**src/hdl/ivr_pkg.sv**
```systemverilog
/*
 Constants and carrier types for the interrupt vector relocation block.
 Assumes a core that presents control register writes as a strobe with data.
*/
package ivr_pkg;
   // ---------------------------------------------------------------
   // Control register layout
   // ---------------------------------------------------------------
   localparam logic [7:0] CTRL_RESET      = 8'h00;
   localparam int         SEL_BIT         = 1;
   localparam int         UNLOCK_BIT      = 0;
   localparam logic [7:0] CTRL_WR_MASK    = 8'h1F;
   localparam logic [7:0] CTRL_OWN_MASK   = 8'h03;
   // ---------------------------------------------------------------
   // Timing and addresses
   // ---------------------------------------------------------------
   localparam int         UNLOCK_CYCLES   = 4;
   localparam int         CNT_W           = 3;
   localparam int         PC_W            = 12;
   localparam logic [11:0] RESET_ADDR_APP  = 12'h000;
   localparam logic [11:0] VEC_FIRST       = 12'h001;
   localparam logic [11:0] VEC_LAST        = 12'h01F;
   localparam logic [11:0] BOOT_2K_START   = 12'hC00;
   localparam logic [11:0] BOOT_1K_START   = 12'hE00;
   localparam logic [11:0] BOOT_512_START  = 12'hF00;
   localparam logic [11:0] BOOT_256_START  = 12'hF80;

   typedef struct packed {
      logic        we;
      logic [7:0]  wdata;
   } ivr_wr_t;

   typedef struct packed {
      logic        boot_reset_fuse;      // 1 = programmed
      logic [1:0]  boot_size_fuses;
      logic        app_side_boot_lock;   // 1 = programmed
      logic        boot_side_boot_lock;  // 1 = programmed
   } ivr_fuse_t;

   typedef enum logic [0:0] {
      IVR_IDLE,
      IVR_OPEN
   } ivr_state_t;
endpackage

```
**src/hdl/ivr_unit.sv**
```systemverilog
/*
 Interrupt vector relocation: control register, timed unlock, masking,
 vector and reset address generation.
 Assumes register writes arrive as a one-cycle strobe, and fuses are static.
*/
// What this block does
// - Select bit zero: vectors fetched from the start of flash.
// - Select bit one: vectors fetched from boot section start, sized by fuses.
// - Unlock clears itself four cycles after set, or when select is written.
// - Interrupts masked from unlock set until after instruction following select write.
// - Without a select write, interrupts stay masked four cycles then release.
// - Automatic masking leaves the global interrupt enable bit untouched.
// - Boot vectors plus app-side lock: block interrupts while running application code.
// - App vectors plus boot-side lock: block interrupts while running boot code.
// - Boot reset fuse with 2K boot: reset at 0xC00, vectors at 0x001.
// - 2K boot with select set: vectors at 0xC01 through 0xC1F.
// - Control register resets to zero; bits 7..5 read-only; select bit1, unlock bit0.
// - Relocated vector address equals table address plus boot section start.
// - Reset address is 0x000 or boot start per fuse, independent of select.
`timescale 1ns/1ps
`default_nettype none
module ivr_unit
   import ivr_pkg::*;
#(
   parameter int UNLOCK_LEN = UNLOCK_CYCLES        // Cycles the unlock window stays open
)
(
   input  wire logic               clk,            // 50 MHz clock
   input  wire logic               srst,           // Sync reset, active high
   input  wire ivr_pkg::ivr_wr_t   ctrl_wr,        // Control register write
   output logic      [7:0]         ctrl_rdata,     // Control register read
   input  wire ivr_pkg::ivr_fuse_t fuses,          // Static fuse and lock bits
   input  wire logic               instr_done,     // Core retired an instruction
   input  wire logic [PC_W-1:0]    pc,             // Current fetch address
   input  wire logic               global_ie,      // Status register I bit
   input  wire logic [4:0]         vec_index,      // Vector number, 1..31
   output logic      [PC_W-1:0]    vec_addr,       // Vector fetch address
   output logic      [PC_W-1:0]    reset_addr,     // Reset entry address
   output logic                    irq_allow       // Interrupts may be taken
);
   import ivr_pkg::*;

   // ---------------------------------------------------------------
   // Elaboration checks
   // ---------------------------------------------------------------
   // The countdown register must be able to hold the whole window
   if (UNLOCK_LEN < 1 || UNLOCK_LEN > (1 << CNT_W))
   begin : g_unlock_len_check
      $error("unlock window length not served by the countdown");
   end
   // The address must be wider than a vector number
   if (PC_W <= $bits(vec_index))
   begin : g_addr_width_check
      $error("fetch address narrower than the vector table");
   end
   // Boot section starts are kept at the width of the fetch address
   if (PC_W != $bits(BOOT_2K_START))
   begin : g_boot_width_check
      $error("boot start width differs from fetch address");
   end

   // ---------------------------------------------------------------
   // Control register and unlock window
   // ---------------------------------------------------------------
   logic [7:0]       ctrl;
   logic [7:0]       next_ctrl;
   logic [CNT_W-1:0] cnt;
   logic [CNT_W-1:0] next_cnt;
   ivr_state_t       state;
   ivr_state_t       next_state;
   logic             sel_taken;

   // Merges a write into the register, keeping or taking the select bit
   function automatic logic [7:0] merge_write(input logic [7:0] cur,
                                              input logic [7:0] wdata,
                                              input logic       take_sel);
      merge_write = (cur & ~CTRL_WR_MASK) | (wdata & CTRL_WR_MASK);
      if (!take_sel)
      begin
         merge_write[SEL_BIT] = cur[SEL_BIT];
      end
      merge_write = merge_write & (CTRL_OWN_MASK | CTRL_WR_MASK);
   endfunction

   // Vector number as an offset into a table
   function automatic logic [PC_W-1:0] vector_offset(input logic [4:0] idx);
      vector_offset = PC_W'(idx);
   endfunction

   function automatic logic [PC_W-1:0] boot_start(input logic [1:0] sz);
      case (sz)
         2'h0:    boot_start = BOOT_2K_START;
         2'h1:    boot_start = BOOT_1K_START;
         2'h2:    boot_start = BOOT_512_START;
         default: boot_start = BOOT_256_START;
      endcase
   endfunction

   always_comb
   begin
      next_ctrl  = ctrl;
      next_cnt   = cnt;
      next_state = state;
      sel_taken  = 1'b0;
      case (state)
         IVR_IDLE:
         begin
            if (ctrl_wr.we)
            begin
               next_ctrl = merge_write(ctrl, ctrl_wr.wdata, 1'b0);
               if (ctrl_wr.wdata[UNLOCK_BIT])
               begin
                  next_state = IVR_OPEN;
                  next_cnt   = CNT_W'(UNLOCK_LEN - 1);
               end
            end
         end
         IVR_OPEN:
         begin
            if (ctrl_wr.we && !ctrl_wr.wdata[UNLOCK_BIT])
            begin
               next_ctrl  = merge_write(ctrl, ctrl_wr.wdata, 1'b1);
               next_state = IVR_IDLE;
               sel_taken  = 1'b1;
            end
            else
            begin
               if (ctrl_wr.we)
               begin
                  // Unlock rewritten while open: other bits only, countdown goes on
                  next_ctrl = merge_write(ctrl, ctrl_wr.wdata, 1'b0);
               end
               if (cnt == '0)
               begin
                  next_ctrl[UNLOCK_BIT] = 1'b0;
                  next_state = IVR_IDLE;
               end
               else
               begin
                  next_cnt = cnt - CNT_W'(1);
               end
            end
         end
         default:
         begin
            next_state = IVR_IDLE;
         end
      endcase
   end

   always_ff @(posedge clk)
   begin
      if (srst)
      begin
         ctrl  <= CTRL_RESET;
         cnt   <= '0;
         state <= IVR_IDLE;
      end
      else
      begin
         ctrl  <= next_ctrl;
         cnt   <= next_cnt;
         state <= next_state;
      end
   end

   // ---------------------------------------------------------------
   // Mask held after a select write
   // ---------------------------------------------------------------
   // Lets the instruction after the move retire before an interrupt is taken
   logic hold;
   logic next_hold;

   always_comb
   begin
      next_hold = hold;
      if (sel_taken)
      begin
         next_hold = 1'b1;
      end
      else if (instr_done)
      begin
         next_hold = 1'b0;
      end
   end

   always_ff @(posedge clk)
   begin
      if (srst)
      begin
         hold <= 1'b0;
      end
      else
      begin
         hold <= next_hold;
      end
   end

   // ---------------------------------------------------------------
   // Boot section placement
   // ---------------------------------------------------------------
   logic [PC_W-1:0] bstart;
   logic            in_boot;

   always_comb
   begin
      bstart  = boot_start(fuses.boot_size_fuses);
      // Code at or above the boot start runs from the boot section
      in_boot = (pc >= bstart);
   end

   // ---------------------------------------------------------------
   // Vector fetch address
   // ---------------------------------------------------------------
   // Vector zero is the reset entry; numbers 1..31 follow it
   logic [PC_W-1:0] vec_q;
   logic [PC_W-1:0] next_vec_addr;

   always_comb
   begin
      if (ctrl[SEL_BIT])
      begin
         next_vec_addr = bstart + vector_offset(vec_index);
      end
      else
      begin
         next_vec_addr = vector_offset(vec_index);
      end
   end

   always_ff @(posedge clk)
   begin
      if (srst)
      begin
         vec_q <= VEC_FIRST;
      end
      else
      begin
         vec_q <= next_vec_addr;
      end
   end

   // ---------------------------------------------------------------
   // Reset entry address
   // ---------------------------------------------------------------
   // Follows the fuse only; the select bit never moves the reset entry
   logic [PC_W-1:0] rst_q;
   logic [PC_W-1:0] next_reset_addr;

   always_comb
   begin
      if (fuses.boot_reset_fuse)
      begin
         next_reset_addr = bstart;
      end
      else
      begin
         next_reset_addr = RESET_ADDR_APP;
      end
   end

   always_ff @(posedge clk)
   begin
      if (srst)
      begin
         rst_q <= RESET_ADDR_APP;
      end
      else
      begin
         rst_q <= next_reset_addr;
      end
   end

   // ---------------------------------------------------------------
   // Interrupt gating
   // ---------------------------------------------------------------
   // Each lock masks the section that does not hold the vectors
   logic app_block;
   logic boot_block;
   logic lock_block;

   always_comb
   begin
      app_block  = ctrl[SEL_BIT] && fuses.app_side_boot_lock && !in_boot;
      boot_block = !ctrl[SEL_BIT] && fuses.boot_side_boot_lock && in_boot;
      lock_block = app_block || boot_block;
   end

   // ---------------------------------------------------------------
   // Outputs
   // ---------------------------------------------------------------
   assign vec_addr   = vec_q;
   assign reset_addr = rst_q;
   assign ctrl_rdata = ctrl;
   // Mask is applied beside the I bit, never written into it
   assign irq_allow  = global_ie && (state == IVR_IDLE) && !hold && !lock_block;
endmodule
`default_nettype wire

```
**config.mk**
```make
export PLATFORM = sky130hd
export DESIGN_NAME = ivr_unit
export DESIGN_NICKNAME = d
export VERILOG_FILES = /design/src/hdl/ivr_pkg.sv /design/src/hdl/ivr_unit.sv
export SDC_FILE = /design/constraint.sdc
export NUM_CORES = 1
export LEC_CHECK = 0
export BUFFER_PORTS_ARGS = -buffer_cell sky130_fd_sc_hd__buf_2
export CORE_MARGIN = 2
export CORE_UTILIZATION = 45
export DETAILED_ROUTE_END_ITERATION = 16
export PLACE_DENSITY_LB_ADDON = 0.08
export SYNTH_ARGS = -nofsm -noshare
export SYNTH_HDL_FRONTEND = slang
export SYNTH_SLANG_ARGS = --single-unit
```
**constraint.sdc**
```tcl
create_clock -name clk -period 1.71 [get_ports clk]
set_input_delay 0 -clock clk [delete_from_list [all_inputs] [get_ports clk]]
set_output_delay 0 -clock clk [all_outputs]
set_load 0.01 [all_outputs]
```
==> flow_summary.ini, run 1 <==
[outcome]
status = finished, final reports clean

[clock_tree]
post_cts_resized = 0
htree_levels = 1
cts_tree = done
clock-root-buffer = clkbuf_4
clockBufferDepth = 2
clkLatencyLatePin_ns = 0.31
number_of_buffers_created_by_cts = 3
clk_pin_slew_worst_paths_ns = 0.13
clock_sinks = 26

[logic_synthesis]
synth.top_cells.by_count = 26 x dfxtp_1, 14 x nor2_1, 12 x buf_4, 8 x inv_1
post-synth-top-area-cell = dfxtp_1
post_synth_main_area_contributors = dfxtp_1 47%, buf_4 8.1%, ha_1 5.6%
synth.yosys.warnings = 0
synth_seq_cells = 26
synth_edf_count = 0
cell_area_synth_mm2 = 0.00112
synth_largest_type_area_fraction = 0.466
synthMostInstantiatedCell = dfxtp_1
postSynthCellCount = 115
ys_async_sr_fraction = 0
syn-mean-instance-area_um2 = 9.72
synth_ff_type = dfxtp_1
synth_cell_type_count = 32
portion_of_the_post_synthesis_area_used_by_sequential_elements = 0.466

[min_path]
min_path_cells = 3
hold_class = in2reg
worst_hold_path.endpoint = hold$_SDFFE_PP0P_
hold_start = ctrl_wr[0]

[routing]
met3_wirelength_um = 127
routedLengthMet1_um = 847
top_signal_layer_used = met4
initialDrtViolationCount = 9
wl_per_cell_um = 10.7
post_drt_via_cell_ratio = 4.71
drt.antenna.violating_nets = 0
drt_pass1_iterations = 4
detail_route.wirelength_mm = 2.25
route.detailed.drc = 0
wl_met2_mm = 1.26
num_vias = 993

[power]
p_total_uw = 1260
p_leak_uw = 0.000813
vdd_drop_max_mv = 0.768
power_density_relative_to_cell_area_mw_per_mm2 = 814

[timing]
rsz0062_at_grt = false
finalSetupViolCount = 0
report.final.slew_viol_count = 0
maxClockFrequency_mhz = 740
layout_worst_path_cycle_share = 0.790
setup_total_negative_slack_ns = 0
finalClockSkew_ns = 0.00108
layout_min_cycle_time_ns = 1.35
finalHoldViolations = 0

[critical_path]
path_class = in2out
timing.critical_path.buf_inv = 3
cp-start-kind = input port
worst-r2r-cell-count = 6
timing.reg2reg.setup_slack_ns = 0.49
worst_r2r_startpoint = cnt[0]$_SDFFE_PP0P_
crit_path_max_incr_delay_ns = 0.34
crit_top_cell = buf_2
cp_data_required_time_ns = 1.71
delay_heaviest_family_cp = compound AO/OA/AOI/OAI gates
path_cells = buf_2, inv_1, ha_1, nor2b_1, o31ai_1, a21oi_1, nor3_2, buf_2
worst_r2r_endpoint = cnt[1]$_SDFFE_PP0P_
worstPathArrival_ns = 1.35
cp-end-kind = output pin
crit_slowest_cell = o31ai_1
critPathMaxFanout = 3

[global_route]
grt.overflow.total = 0
grt_start_max_net_pins = 19
grt_pass1_wl_mm = 3.65
antenna_found_initial = 0
grtUsageTotal = 0.174
first_global_vias = 935

[cells_and_area]
number_of_antenna_diodes = 0
layout.area.seq_um2 = 520
fill_cells = 222
post_route_cells_drive_above_1_share = 0.370
multiInputGateArea_um2 = 493
area.growth.synth_to_final_pct = 38.6
final_net_count = 222

[placed_design]
routabilityCongestion = 0.758
hpwlAfterDp_mm = 1.66
buffer_ports.inserted = 55

[die]
rows = 18
die-area_mm2 = 0.00290
start_util = 0.464
die-width_um = 53.8
top_level_ports = 68
core_region_area_mm2 = 0.00241
die-height_um = 53.8

[run]
drv_cap = 0
state kept, by name, indices dropped and copies added, names as in the netlist:
register    cells
hold            1
reset_addr      4
cnt             3
state           1
vec_addr        9
ctrl_rdata      8
cell usage in the layout, fill, tap and decap left out, types with 2 or more instances in the layout:
master / n
nand2_1: 3
mux2i_1: 5
conb_1: 9
nor2_1: 14
a211oi_1: 2
dlygate4sd3_1: 14
nor2b_1: 5
a41oi_1: 2
nand3_1: 2
buf_2: 55
ha_1: 5
nand2b_1: 5
and2_1: 3
inv_1: 8
dfxtp_1: 26
a21oi_1: 4
clkbuf_4: 3
routing by layer:
layer / vias to the layer above / GRT usage
li1: 496 / -
met1: 464 / 0.172
met2: 31 / 0.341
met3: 2 / 0.0528
met4: 0 / 0.0470
met5: - / 0
worst register-to-register path, delay by kind of cell (launching register included):
| kind | cells | cell delay, ns |
|---|---|---|
| flip-flops | 1 | 0.35 |
| adder cells (fa/ha/maj) | 1 | 0.18 |
| AO/OA/AOI/OAI | 2 | 0.28 |
| AND/OR/NAND/NOR | 1 | 0.17 |
| buffers and inverters | 2 | 0.16 |
what timing repair did:
| item | in CTS | in global routing |
|---|---|---|
| buffers inserted | 0 | 0 |
| endpoints found under the hold margin | 17 | 0 |
| hold buffers | 14 | 0 |
cell type report:
| type | instances | share of cell area |
|---|---|---|
| clock inverters | 1 | 0.0194 |
| well taps | 30 | 0.0242 |
| repair buffers | 69 | 0.268 |
| multi-input cells | 74 | 0.318 |
| clock buffers | 3 | 0.0145 |
| flip-flops and latches | 26 | 0.336 |
| inverters | 8 | 0.0194 |
worst max path at each step:
stage,cells after the start,to,start
floorplan,6,cnt[1]$_SDFFE_PP0P_,cnt[0]$_SDFFE_PP0P_
global placement,8,irq_allow,fuses[3]
detailed placement,8,irq_allow,fuses[3]
CTS,8,irq_allow,fuses[3]
global route,8,irq_allow,fuses[3]
finish,8,irq_allow,fuses[3]
power breakdown:
group          switching, µW  total, µW  internal (µW)  leakage (µW)
registers               15.5        647            632      0.000213
logic                    101        204            104      0.000572
clock network            173        410            237     0.0000279
metrics by stage:
stage	cells	cell area (µm²)	hold slack (ns)	util	setup WS, ns
2_1_floorplan	123	1150	0.102	-	0.626
3_3_place_gp	193	1360	0.184	0.563	0.386
3_5_place_dp	193	1360	0.195	0.563	0.365
4_1_cts	211	1550	0.0150	0.643	0.393
5_1_grt	211	1550	0.0166	0.643	0.247
6_report	211	1550	0.0266	0.643	0.359
cells by family after synthesis:
logic type | share of synthesized area
adders and majority gates | 0.0560
AOI/OAI and AO/OA | 0.0952
buffers and inverters | 0.120
DFF | 0.466
other | 0.00336
and+or+nand+nor | 0.215
muxes | 0.0448
(Power assumes the default switching activity.)
==> run 2: changes to the inputs <==
--- a/config.mk
+++ b/config.mk
@@ -7,7 +7,7 @@
 export LEC_CHECK = 0
 export BUFFER_PORTS_ARGS = -buffer_cell sky130_fd_sc_hd__buf_2
 export CORE_MARGIN = 2
-export CORE_UTILIZATION = 45
+export CORE_UTILIZATION = 42
 export DETAILED_ROUTE_END_ITERATION = 16
 export PLACE_DENSITY_LB_ADDON = 0.08
 export SYNTH_ARGS = -nofsm -noshare
==> constraint.sdc (replaced) <==
create_clock -name clk -period 1.3 [get_ports clk]
set_input_delay 0 -clock clk [delete_from_list [all_inputs] [get_ports clk]]
set_output_delay 0 -clock clk [all_outputs]
set_load 0.01 [all_outputs]
==> run 2 against run 1 <==
Net effect:
- core utilization down 1.5 points
- count of clock-buffer cells in the layout unchanged
- critical path depth unchanged
- combinational power up 41%
- critical path type unchanged
==> flow_summary.ini, run 2 (synthesis results as in run 1) <==
[cells_and_area]
number_of_antenna_diodes = 0
number_of_flip_flops_in_the_largest_register = 9
post_route_cells_drive_above_1_share = 0.422
fill_cells = 226
final_net_count = 222
layout.cells.most_common = buf_2
postLayoutCoreUtil = 0.628
most_frequent_cells_in_the_layout = 53 x buf_2, 25 x dfxtp_1, 12 x nor2_1, 12 x dlygate4sd3_1, 9 x conb_1
area.growth.synth_to_final_pct = 40.4
finalInstanceArea_mm2 = 0.00157

[routing]
route.detailed.drc = 0
detail_route.wirelength_mm = 2.22
initialDrtViolationCount = 34
num_vias = 954
post_drt_via_cell_ratio = 4.54
drt_pass1_iterations = 4
wl_per_cell_um = 10.6
drt.antenna.violating_nets = 0

[die]
die-height_um = 55.6
core_region_area_mm2 = 0.00250
top_level_ports = 68
start_util = 0.447
rows = 18
die-width_um = 55.6
die-area_mm2 = 0.00309

[critical_path]
timing.critical_path.buf_inv = 2
cp-start-kind = input port
path_depth = 8
cp_data_required_time_ns = 1.30
worstPathArrival_ns = 1.27
path_cells = buf_6, nor2_2, ha_1, nor4b_4, nand3_2, and4_4, nor3_2, buf_2
delay_heaviest_family_cp = simple AND/OR/NAND/NOR gates
timing.reg2reg.setup_slack_ns = 0.10
cp-end-kind = output pin
crit_slowest_cell = ha_1
crit_path_max_incr_delay_ns = 0.29
worst-r2r-cell-count = 6
critPathMaxFanout = 3
path_class = in2out

[placed_design]
hpwlAfterDp_mm = 1.66
placed_cell_area_mm2 = 0.00137
buffer_ports.inserted = 55
routabilityCongestion = 0.727

[timing]
layout_min_cycle_time_ns = 1.27
finalSetupViolCount = 0
report.final.slew_viol_count = 0
layout_worst_path_cycle_share = 0.975
rsz0062_at_grt = true
maxClockFrequency_mhz = 789
finalClockSkew_ns = 0.00702
finalHoldViolations = 0

[clock_tree]
number_of_setup_buffers_added_after_cts = 0
clock-root-buffer = clkbuf_4
clk_pin_slew_worst_paths_ns = 0.12
clkLatencyLatePin_ns = 0.30
cts_tree = done
clock_sinks = 26
clockBufferDepth = 2
htree_levels = 1
number_of_buffers_created_by_cts = 3

[min_path]
hold_class = in2reg
min_path_cells = 3

[power]
power_density_relative_to_cell_area_mw_per_mm2 = 920
p_leak_uw = 0.000807
vdd_drop_max_mv = 1.08

[global_route]
antenna_found_initial = 0
grt.overflow.total = 0
first_global_vias = 837
grt_start_max_net_pins = 19
grt_pass1_wl_mm = 3.48
grtUsageTotal = 0.141

[outcome]
status = finished, final reports clean

[run]
drv_cap = 0
[run 2: final timing paths]
check	from	to
setup / recovery	fuses[3]	irq_allow
hold / removal	ctrl_wr[0]	ctrl_rdata[0]$_SDFF_PP0_
setup reg to reg	cnt[0]$_SDFFE_PP0P_	cnt[0]$_SDFFE_PP0P_
hold reg to reg	ctrl_rdata[5]$_SDFF_PP0_	ctrl_rdata[5]$_SDFF_PP0_
[run 2: worst register-to-register path: cells and delay by family, from the launching register on]
kind | cells | cell delay [ns]
and+or+nand+nor | 2 | 0.19
DFF | 1 | 0.35
adders and majority gates | 1 | 0.18
AOI/OAI and AO/OA | 2 | 0.29
buffers and inverters | 1 | 0.11
[run 2: layout make-up]
class / instances / area [µm²] / share of cell area
Tap cell: 30 / 37.5 / 0.0239
Inverter: 8 / 30.0 / 0.0191
Timing Repair Buffer: 69 / 423 / 0.270
Multi-Input combinational cell: 74 / 532 / 0.339
Clock buffer: 3 / 22.5 / 0.0144
Sequential cell: 26 / 524 / 0.334
[run 2: routing by layer]
metal / GRT usage / up-vias / share of wire / wire length (µm)
li1: - / 492 / - / -
met1: 0.165 / 432 / 0.39 / 870
met4: 0.0314 / 0 / 0.0059 / 13
met3: 0.0535 / 2 / 0.060 / 132
met2: 0.243 / 28 / 0.54 / 1200
met5: 0 / - / 0 / 0
[run 2: metrics by stage]
step                      hold WS, ns  std cells  total power (µW)  setup TNS, ns  setup WS (ns)
after floorplan                 0.102        123              1030              0          0.216
after global placement          0.184        195              1100              0         0.0349
after detailed placement        0.188        195              1110        -0.0121        -0.0121
after CTS                     0.00876        210              1460              0         0.0162
after global routing           0.0225        210              1540        -0.0526        -0.0526
final                          0.0279        210              1440              0         0.0320
[run 2: where the power goes]
group | internal [µW] | switching [µW]
sequential | 830 | 19.8
clock | 108 | 197
combinational | 147 | 141
total | 1080 | 358
[run 2: timing repair]
action / in CTS / in global routing
hold endpoints to repair: 15 / 0
hold buffers: 12 / 0
pin swaps: 0 / 7
endpoints found under the setup margin: 1 / 2
resized for setup: 1 / 12
